File: src/uart_chan_pkg.sv
// Constants, register map and state types of the serial channel.
// Assumes an APB slave at 32-bit words; no other dependency.
package uart_chan_pkg;

  // ==========================================================
  // Register byte offsets
  localparam logic [7:0] data_divider_off = 8'h00;
  localparam logic [7:0] status_off = 8'h04;
  localparam logic [7:0] flag_clear_off = 8'h08;
  localparam logic [7:0] start_off = 8'h0c;
  localparam logic [7:0] stop_off = 8'h10;
  localparam logic [7:0] enable_status_off = 8'h14;
  localparam logic [7:0] irq_mask_off = 8'h18;
  localparam logic [7:0] irq_status_off = 8'h1c;

  // ==========================================================
  // Field positions
  localparam int divider_lsb = 9;
  localparam int divider_msb = 15;
  localparam int overrun_bit = 0;
  localparam int framing_bit = 1;
  localparam int parity_bit = 2;
  localparam int full_bit = 5;
  localparam int tx_busy_bit = 6;

  // Interrupt status bits
  localparam int irq_rx_bit = 0;
  localparam int irq_tx_bit = 1;
  localparam int irq_err_bit = 2;

  // ==========================================================
  // Reset values
  localparam logic [6:0] divider_reset = 7'h4d;
  localparam logic [2:0] irq_mask_reset = 3'h0;
  localparam logic enable_reset = 1'b0;

  // Divider field 0 and 1 are unusable; the count needs k of at least 3
  localparam logic [6:0] divider_min = 7'h02;

  typedef enum logic [1:0] {
    rx_idle, rx_start, rx_bits, rx_stop
  } rx_state_type;

  typedef enum logic [1:0] {
    tx_idle, tx_shift
  } tx_state_type;

endpackage

File: src/bit_timer_if.sv
// Carrier between the main channel and its bit timer.
// Assumes both ends run on the same clock.
`timescale 1ns/1ps
`default_nettype none
interface bit_timer_if;
  logic [6:0] divider;
  logic restart;
  logic half_tick;
  logic tick;
  modport owner (output divider, output restart, input half_tick,
    input tick);
  modport timer (input divider, input restart, output half_tick,
    output tick);
endinterface
`default_nettype wire

File: src/bit_timer.sv
// Bit timer: one bit lasts 2*(divider+1) operation clocks.
// Assumes the operation clock enable arrives as op_tick_i.
`timescale 1ns/1ps
`default_nettype none
module bit_timer (
  input wire logic clk_i,
  input wire logic rst_b_i,
  input wire logic ce_i,
  input wire logic op_tick_i,
  bit_timer_if.timer t
);

  // ==========================================================
  // State
  typedef struct packed {
    logic [7:0] cnt;
  } state_type;
  state_type s_q, s_d;
  logic [7:0] period;

  always_comb begin
    period = {t.divider, 1'b1};
    s_d = s_q;
    t.tick = 1'b0;
    t.half_tick = 1'b0;
    if (t.restart) begin
      s_d.cnt = 8'h00;
    end else if (op_tick_i) begin
      // Sample point sits at mid bit, k clocks
      t.half_tick = (s_q.cnt == {1'b0, t.divider});
      if (s_q.cnt == period) begin
        s_d.cnt = 8'h00;
        t.tick = 1'b1;
      end else begin
        s_d.cnt = s_q.cnt + 8'h01;
      end
    end
  end

  always_ff @(posedge clk_i or negedge rst_b_i) begin
    if (!rst_b_i) begin
      s_q <= '0;
    end else if (ce_i) begin
      s_q <= s_d;
    end
  end

endmodule
`default_nettype wire

File: src/shift_frame.sv
// Frame shifter shared by the receive and transmit paths.
// Assumes shift_i is a one-cycle strobe on the main clock.
`timescale 1ns/1ps
`default_nettype none
module shift_frame #(
  parameter int width = 9
) (
  input wire logic clk_i,
  input wire logic rst_b_i,
  input wire logic ce_i,
  input wire logic load_i,
  input wire logic [width-1:0] load_data_i,
  input wire logic shift_i,
  input wire logic bit_i,
  output logic [width-1:0] data_o
);

  // ==========================================================
  // State
  typedef struct packed {
    logic [width-1:0] sr;
  } state_type;
  state_type s_q, s_d;

  initial begin
    if (width < 2) begin
      $error("shift_frame width too small");
    end
  end

  always_comb begin
    s_d = s_q;
    if (load_i) begin
      s_d.sr = load_data_i;
    end else if (shift_i) begin
      // LSB first on the line
      s_d.sr = {bit_i, s_q.sr[width-1:1]};
    end
  end

  assign data_o = s_q.sr;

  always_ff @(posedge clk_i or negedge rst_b_i) begin
    if (!rst_b_i) begin
      s_q <= '0;
    end else if (ce_i) begin
      s_q <= s_d;
    end
  end

endmodule
`default_nettype wire

File: src/uart_chan.sv
// Asynchronous serial channel with APB registers and error recovery.
// Assumes an APB master on clk_i and an operation clock strobe.
// Functional notes
// - Bit rate is fop over k, halved
// - Rate error is generated over target, percent
// - Receiver accepts rates within the tolerance bounds
// - k is divider plus one; N frame bits
// - Receive sampling timed from divider bits 15:9
// - Data read clears full flag, rearms receive
// - Ones written to flag clear clear errors
// - Stop trigger clears enable status, halts channel
// - Start trigger sets enable status, runs channel
//
// Design decisions made here: the register offsets and register access over APB.
`timescale 1ns/1ps
`default_nettype none
module uart_chan #(
  parameter int data_bits = 8,
  parameter bit parity_en = 1'b1,
  parameter bit parity_odd = 1'b0
) (
  input wire logic clk_i,
  input wire logic rst_b_i,
  input wire logic ce_i,
  input wire logic op_tick_i,
  input wire logic psel,
  input wire logic penable,
  input wire logic pwrite,
  input wire logic [7:0] paddr,
  input wire logic [31:0] pwdata,
  output logic [31:0] prdata,
  output logic pready,
  output logic pslverr,
  input wire logic rxd_i,
  output logic txd_o,
  output logic irq_o
);

  localparam int fw = data_bits + 1;

  initial begin
    if (data_bits < 5 || data_bits > 9) begin
      $error("uart_chan data_bits out of range");
    end
  end

  // ==========================================================
  // State
  typedef struct packed {
    logic [2:0] rx_sync;
    logic rx_line;
    uart_chan_pkg::rx_state_type rx_st;
    logic [3:0] rx_cnt;
    logic rx_par;
    logic [8:0] rx_buf;
    logic full;
    logic ovf;
    logic fef;
    logic pef;
    logic [6:0] divider;
    logic [8:0] tx_hold;
    logic tx_pend;
    uart_chan_pkg::tx_state_type tx_st;
    logic [3:0] tx_cnt;
    logic txd;
    logic enable;
    logic [2:0] irq_mask;
    logic [2:0] irq_stat;
    logic [31:0] rdata;
  } state_type;
  state_type s_q, s_d;

  bit_timer_if rxt ();
  bit_timer_if txt ();
  logic [fw-1:0] rx_sr;
  logic [fw-1:0] tx_sr;
  logic rx_shift, tx_load, tx_shift;
  logic [fw-1:0] tx_frame;
  logic wr, rd, rd_setup, sync_now, par_err;
  logic ev_rx, ev_tx, ev_err;
  logic [8:0] wdata9;

  assign rxt.divider = s_q.divider;
  assign txt.divider = s_q.divider;

  bit_timer rx_timer (
    .clk_i(clk_i), .rst_b_i(rst_b_i), .ce_i(ce_i),
    .op_tick_i(op_tick_i), .t(rxt)
  );
  bit_timer tx_timer (
    .clk_i(clk_i), .rst_b_i(rst_b_i), .ce_i(ce_i),
    .op_tick_i(op_tick_i), .t(txt)
  );

  shift_frame #(.width(fw)) rx_shifter (
    .clk_i(clk_i), .rst_b_i(rst_b_i), .ce_i(ce_i),
    .load_i(1'b0), .load_data_i('0), .shift_i(rx_shift),
    .bit_i(s_q.rx_line), .data_o(rx_sr)
  );
  shift_frame #(.width(fw)) tx_shifter (
    .clk_i(clk_i), .rst_b_i(rst_b_i), .ce_i(ce_i),
    .load_i(tx_load), .load_data_i(tx_frame), .shift_i(tx_shift),
    .bit_i(1'b1), .data_o(tx_sr)
  );

  // ==========================================================
  // APB decode: zero wait states
  assign wr = psel && penable && pwrite;
  assign rd = psel && penable && !pwrite;
  assign rd_setup = psel && !penable && !pwrite;
  assign pready = 1'b1;
  assign pslverr = 1'b0;
  assign prdata = s_q.rdata;
  assign txd_o = s_q.txd;
  assign irq_o = |(s_q.irq_stat & s_q.irq_mask);
  assign wdata9 = pwdata[8:0];
  assign par_err = parity_en && ((^rx_sr) != parity_odd);
  assign tx_frame = {parity_en ? (^s_q.tx_hold[data_bits-1:0] ^ parity_odd)
    : 1'b1, s_q.tx_hold[data_bits-1:0]};

  always_comb begin
    s_d = s_q;
    rxt.restart = 1'b0;
    txt.restart = 1'b0;
    rx_shift = 1'b0;
    tx_load = 1'b0;
    tx_shift = 1'b0;
    ev_rx = 1'b0;
    ev_tx = 1'b0;
    ev_err = 1'b0;
    // Three stages; a change counts once the last two agree
    s_d.rx_sync = {s_q.rx_sync[1:0], rxd_i};
    sync_now = (s_q.rx_sync[2] == s_q.rx_sync[1]);
    if (sync_now) begin
      s_d.rx_line = s_q.rx_sync[2];
    end

    // --------------------------------------------------------
    // Receive
    case (s_q.rx_st)
      uart_chan_pkg::rx_idle: begin
        if (s_q.enable && !s_q.rx_line) begin
          rxt.restart = 1'b1;
          s_d.rx_st = uart_chan_pkg::rx_start;
        end
      end
      uart_chan_pkg::rx_start: begin
        if (rxt.half_tick) begin
          // Sampling grid fixed by the divider from start edge
          if (s_q.rx_line) begin
            s_d.rx_st = uart_chan_pkg::rx_idle;
          end else begin
            s_d.rx_cnt = 4'h0;
            s_d.rx_st = uart_chan_pkg::rx_bits;
          end
        end
      end
      uart_chan_pkg::rx_bits: begin
        if (rxt.half_tick) begin
          rx_shift = 1'b1;
          s_d.rx_cnt = s_q.rx_cnt + 4'h1;
          if (s_q.rx_cnt == 4'(data_bits - (parity_en ? 0 : 1))) begin
            s_d.rx_st = uart_chan_pkg::rx_stop;
          end
        end
      end
      uart_chan_pkg::rx_stop: begin
        if (rxt.half_tick) begin
          // Stop bit must be high at the last sample point
          s_d.rx_st = uart_chan_pkg::rx_idle;
          ev_rx = 1'b1;
          s_d.rx_buf = 9'(parity_en ? rx_sr[fw-2:0] : rx_sr[fw-1:1]);
          if (s_q.full) begin
            s_d.ovf = 1'b1;
          end else begin
            s_d.full = 1'b1;
          end
          if (!s_q.rx_line) begin
            s_d.fef = 1'b1;
          end
          if (par_err) begin
            s_d.pef = 1'b1;
          end
        end
      end
      default: s_d.rx_st = uart_chan_pkg::rx_idle;
    endcase

    // --------------------------------------------------------
    // Transmit
    case (s_q.tx_st)
      uart_chan_pkg::tx_idle: begin
        s_d.txd = 1'b1;
        if (s_q.enable && s_q.tx_pend) begin
          tx_load = 1'b1;
          txt.restart = 1'b1;
          s_d.tx_pend = 1'b0;
          s_d.tx_cnt = 4'h0;
          s_d.txd = 1'b0;
          s_d.tx_st = uart_chan_pkg::tx_shift;
        end
      end
      uart_chan_pkg::tx_shift: begin
        // One bit per 2*(divider+1) operation clocks
        if (txt.tick) begin
          s_d.tx_cnt = s_q.tx_cnt + 4'h1;
          if (s_q.tx_cnt == 4'(fw + 1)) begin
            s_d.tx_st = uart_chan_pkg::tx_idle;
            ev_tx = 1'b1;
          end else if (s_q.tx_cnt == 4'(fw)) begin
            s_d.txd = 1'b1;
          end else begin
            // Each bit leaves the shifter as it goes on the line
            s_d.txd = tx_sr[0];
            tx_shift = 1'b1;
          end
        end
      end
      default: s_d.tx_st = uart_chan_pkg::tx_idle;
    endcase

    // --------------------------------------------------------
    // Register writes
    if (wr) begin
      case (paddr)
        uart_chan_pkg::data_divider_off: begin
          s_d.divider = pwdata[uart_chan_pkg::divider_msb:
            uart_chan_pkg::divider_lsb];
          s_d.tx_hold = wdata9;
          s_d.tx_pend = 1'b1;
        end
        uart_chan_pkg::flag_clear_off: begin
          // Ones clear; a new error in the same cycle wins
          if (pwdata[uart_chan_pkg::overrun_bit] && !(ev_rx && s_q.full))
            s_d.ovf = 1'b0;
          if (pwdata[uart_chan_pkg::framing_bit] && !(ev_rx && !s_q.rx_line))
            s_d.fef = 1'b0;
          if (pwdata[uart_chan_pkg::parity_bit] && !(ev_rx && par_err))
            s_d.pef = 1'b0;
        end
        uart_chan_pkg::start_off: begin
          if (pwdata[0]) begin
            s_d.enable = 1'b1;
          end
        end
        uart_chan_pkg::stop_off: begin
          if (pwdata[0]) begin
            s_d.enable = 1'b0;
            s_d.rx_st = uart_chan_pkg::rx_idle;
            s_d.tx_st = uart_chan_pkg::tx_idle;
            s_d.tx_pend = 1'b0;
            s_d.txd = 1'b1;
          end
        end
        uart_chan_pkg::irq_mask_off: s_d.irq_mask = pwdata[2:0];
        default: ;
      endcase
    end

    // --------------------------------------------------------
    // Register reads and interrupt status
    ev_err = ev_rx && (s_d.ovf | s_d.fef | s_d.pef);
    // Read data is captured in the setup cycle so it stands through
    // the access phase; side effects wait for the access edge
    if (rd_setup) begin
      s_d.rdata = 32'h0;
      case (paddr)
        uart_chan_pkg::data_divider_off: begin
          s_d.rdata[uart_chan_pkg::divider_msb:uart_chan_pkg::divider_lsb]
            = s_q.divider;
          s_d.rdata[8:0] = s_d.rx_buf;
        end
        uart_chan_pkg::status_off: begin
          s_d.rdata[uart_chan_pkg::overrun_bit] = s_q.ovf;
          s_d.rdata[uart_chan_pkg::framing_bit] = s_q.fef;
          s_d.rdata[uart_chan_pkg::parity_bit] = s_q.pef;
          s_d.rdata[uart_chan_pkg::full_bit] = s_q.full;
          s_d.rdata[uart_chan_pkg::tx_busy_bit] =
            s_q.tx_pend || (s_q.tx_st != uart_chan_pkg::tx_idle);
        end
        uart_chan_pkg::enable_status_off: s_d.rdata[0] = s_q.enable;
        uart_chan_pkg::irq_mask_off: s_d.rdata[2:0] = s_q.irq_mask;
        uart_chan_pkg::irq_status_off: s_d.rdata[2:0] = s_q.irq_stat;
        default: ;
      endcase
    end
    if (rd) begin
      case (paddr)
        uart_chan_pkg::data_divider_off: begin
          // Read frees the buffer so a next frame does not overrun
          if (!ev_rx) begin
            s_d.full = 1'b0;
          end
        end
        uart_chan_pkg::irq_status_off: begin
          // Only bits already reported are cleared; later events stay
          s_d.irq_stat = s_q.irq_stat & ~s_q.rdata[2:0];
        end
        default: ;
      endcase
    end
    // Events win over the read clear
    if (ev_rx) s_d.irq_stat[uart_chan_pkg::irq_rx_bit] = 1'b1;
    if (ev_tx) s_d.irq_stat[uart_chan_pkg::irq_tx_bit] = 1'b1;
    if (ev_err) s_d.irq_stat[uart_chan_pkg::irq_err_bit] = 1'b1;
  end

  always_ff @(posedge clk_i or negedge rst_b_i) begin
    if (!rst_b_i) begin
      s_q <= '0;
      s_q.rx_sync <= 3'h7;
      s_q.rx_line <= 1'b1;
      s_q.txd <= 1'b1;
      s_q.divider <= uart_chan_pkg::divider_reset;
      s_q.enable <= uart_chan_pkg::enable_reset;
      s_q.irq_mask <= uart_chan_pkg::irq_mask_reset;
    end else if (ce_i) begin
      s_q <= s_d;
    end
  end

endmodule
`default_nettype wire

File: config.mk
export PLATFORM = sky130hd
export DESIGN_NAME = uart_chan
export DESIGN_NICKNAME = d
export VERILOG_FILES = /design/src/uart_chan_pkg.sv /design/src/bit_timer_if.sv /design/src/bit_timer.sv /design/src/shift_frame.sv /design/src/uart_chan.sv
export SDC_FILE = /design/constraint.sdc
export NUM_CORES = 1
export LEC_CHECK = 0
export BUFFER_PORTS_ARGS = -buffer_cell sky130_fd_sc_hd__buf_2
export CORE_MARGIN = 3
export CORE_UTILIZATION = 30
export DETAILED_ROUTE_END_ITERATION = 8
export GPL_TIMING_DRIVEN = 0
export MAX_ROUTING_LAYER = met4
export SLEW_MARGIN = 25
export SYNTH_ARGS = -nofsm -noshare
export SYNTH_HDL_FRONTEND = slang
export SYNTH_SLANG_ARGS = --single-unit
File: constraint.sdc
create_clock -name clk_i -period 2.6 [get_ports clk_i]
set_input_delay 0.26 -clock clk_i [delete_from_list [all_inputs] [get_ports clk_i]]
set_output_delay 0.26 -clock clk_i [all_outputs]
set_load 0.1 [all_outputs]
==> flow_metrics.env <==
export IMPL_synthMuxAreaShare_pct=7.822
export IMPL_worst_pin_slew_ns=0.7490
export IMPL_start_util_pct=30.66
export IMPL_setup_viol=0
export IMPL_synthAdderAreaFrac_pct=1.517
export IMPL_ys_seq_area_share_pct=44.83
export IMPL_slew_headroom_pct=49.79
export IMPL_rr_startpoint="rxt.divider[2]"
export IMPL_grt_overflow=0
export IMPL_wirelength_microns=13490
export IMPL_synth_top_area_share_pct=40.74
export IMPL_synth_edf_count=0
export IMPL_die_y_microns=144.7
export IMPL_cts_root_buf="clkbuf_16"
export IMPL_cts_resized=0
export IMPL_synth_ff_type="dfrtp_1"
export IMPL_n_antenna_cell=0
export IMPL_port_buffers=44
export IMPL_synthSimpleGateAreaFrac_pct=19.07
export IMPL_slew_violations=0
export IMPL_synth_compound_area_share_pct=12.72
export IMPL_yosysTopAreaCell="dfrtp_1"
export IMPL_stdcell_count=908
export IMPL_clkSinkCount=103
export IMPL_cts_max_path_buffers=2
export IMPL_status="finished, final reports clean"
export IMPL_area_growth_pct=17.10
export IMPL_ys_warn_count=0
export IMPL_p_leak_nw=3.206
export IMPL_synthCells=570
export IMPL_required_ns=2.83
export IMPL_setup_tns_ns=0
export IMPL_synth_xor_area_share_pct=6.587
export IMPL_cts_tree="built"
export IMPL_crit_path_end_kind="register"
export IMPL_power_density_nw_per_um2=665.4
export IMPL_cp_arrival_ns=2.66
export IMPL_die_x_microns=144.7
export IMPL_placed_cells=891
export IMPL_cts_inserted_buffers=9
export IMPL_finalCritPeriodShare_pct=93.16
export IMPL_irDropWorstVdd_mv=0.3158
export IMPL_grt_max_degree=58
export IMPL_drc=0
export IMPL_num_rows=50
export IMPL_grt_usage_pct=13.99
export IMPL_async_reset_ff_share_pct=100.0
export IMPL_fin_crit_ns=2.422
export IMPL_avgSynthCellArea_sq_um=10.13
export IMPL_crit_fanout=10
export IMPL_hp_start="pwdata[4]"
export IMPL_htreeDepth=3
export IMPL_grt_first_pass_wirelength_microns=22580
export IMPL_core_area_sq_um=18830
export IMPL_fin_skew_ns=0.008636
export IMPL_antenna_found_initial=0
export IMPL_firstDrtPassIters=4
export IMPL_rsz0062_at_grt="false"
export IMPL_ant_nets=0
export IMPL_startpoint="rxt.divider[2]"
export IMPL_setup_worst_path_start_class="register"
export IMPL_path_clk_slew_ns=0.07
export IMPL_die_area_sq_um=20950
export IMPL_drtIter0Drc=260
export IMPL_post_cts_buffers=0
export IMPL_synth_seq_cells=103
export IMPL_num_vias=4351
export IMPL_syn_area_sq_um=5774
export IMPL_ioPinCount=84
export IMPL_max_clock_freq_mhz=412.9
export IMPL_min_path_type="input pin to register"
export IMPL_final_cell_mix="dfrtp_1 (94), nand2_1 (74), buf_2 (45)"
export IMPL_grt_pass1_vias=4238
export IMPL_synth_cell_types=73
export IMPL_layout_setup_ws_ns=0.1779
export IMPL_num_fill_cells=1917
export IMPL_dp_hpwl_microns=9792
export IMPL_layout_commonest_cell="dfrtp_1"
export IMPL_place_ws_ns=0.01507
export IMPL_maxCapViolations=0
export IMPL_layout_drive_gt1_share_pct=21.45
export IMPL_viasPerCell=4.792
export IMPL_wl_per_cell_microns=14.86
export IMPL_clk_latency_ns=0.35
export IMPL_synth_top_family_by_area="simple AND/OR/NAND/NOR gates"
export IMPL_synthTopCellsByArea="dfrtp_1 (41%), nand2_1 (4.8%), buf_4 (4.7%)"
export IMPL_gp_congestion=0.8819
export IMPL_nNetsFinal=698
export IMPL_total_power_w=0.004499
export IMPL_postLayoutCoreUtil_pct=35.91
export IMPL_hold_viol=0
export IMPL_critPathKind="register to register"
## worst max-delay path, stage by stage, from the launching register on
cell	delay, ns
dfstp_2	0.62
xnor2_1	0.16
nand4_1	0.39
nor3_4	0.42
and3_4	0.25
buf_8	0.15
mux2_4	0.30
## state kept, by name, summed over array words and instances, names as in the netlist
register,flops
s_q,43
tx_shifter.data_o,9
rx_shifter.data_o,9
prdata,16
txd_o,1
s_d,2
rx_timer.s_q,8
rxt.divider,7
tx_timer.s_q,8
## Yosys cell counts, drive strengths merged (3+ instances only)
master    n
xnor2    22
nand4    14
nor4      6
and2      3
a21o      7
and4      3
nand3b    3
o22ai     8
nor3     10
nor2     26
clkbuf   12
o21ai    34
and3     10
o311ai    3
nor2b     9
xor2     18
nand2    74
a21boi    3
o41ai     4
nand3    27
or3       3
a2bb2oi  10
mux2     33
dfrtp    94
a22o      5
dfstp     9
inv      21
a21oi     9
buf      40
ha        7
mux2i     5
a31oi     5
## cell families after synthesis
logic type | after synthesis
xor+xnor | 41
other cells | 2
buf+inv | 73
compound gates | 106
mux | 38
fa+ha+maj | 7
flops | 103
simple gates | 200
## what timing repair did
action / in CTS / in global routing
setup endpoints to repair: 0 / 1
endpoints found under the hold margin: 37 / 0
hold buffers: 1 / 0
## area by class of cell
class,instances,area [sq um],area share (%)
Tap cell,260,325.3,4.811
Buffer,52,344.1,5.089
Clock buffer,12,256.5,3.793
Timing Repair Buffer,46,264.0,3.905
Inverter,21,78.83,1.166
Sequential cell,103,2589,38.29
Multi-Input combinational cell,410,2828,41.82
Clock inverter,4,76.32,1.129
## path summary, 6_finish.rpt
kind / to / slack [ns] / depth (start not counted)
worst max register to register: rx_shifter.data_o[6] / 0.18 / 6
worst max-delay path: rx_shifter.data_o[6] / 0.18 / 6
worst min register to register: prdata[11] / 0.47 / 2
min in group asynchronous: prdata[13] / 0.42 / 2
max in group asynchronous: s_q[37] / 1.54 / 3
worst min-delay path: s_q[51] / 0.12 / 2
## per-stage QoR
stage / hold slack, ns / area, sq um
final: 0.1191 / 6761
after global routing: 0.1166 / 6761
after CTS: 0.1089 / 6761
after detailed placement: 0.2251 / 6419
after global placement: 0.4466 / 6380
after floorplan: -0.03559 / 5834
## report_power, final
| group | switching [W] | leakage, nW | total [W] | internal, W |
|---|---|---|---|---|
| Sequential | 0.000204 | 1.33 | 0.00201 | 0.00181 |
| Clock | 0.000601 | 0.159 | 0.00150 | 0.000901 |
| Combinational | 0.000619 | 1.72 | 0.000986 | 0.000367 |
| Total | 0.00142 | 3.21 | 0.00450 | 0.00308 |
## per-layer routing
layer	global-route usage, %	part of all wire (%)	vias to the layer above
met1	19.00	47	2098
met2	21.07	46	100
met4	3.535	1.5	0
met5	-	0	-
met3	3.483	5.3	18
li1	-	-	2135
No activity file was read; power rests on OpenSTA's default activity.
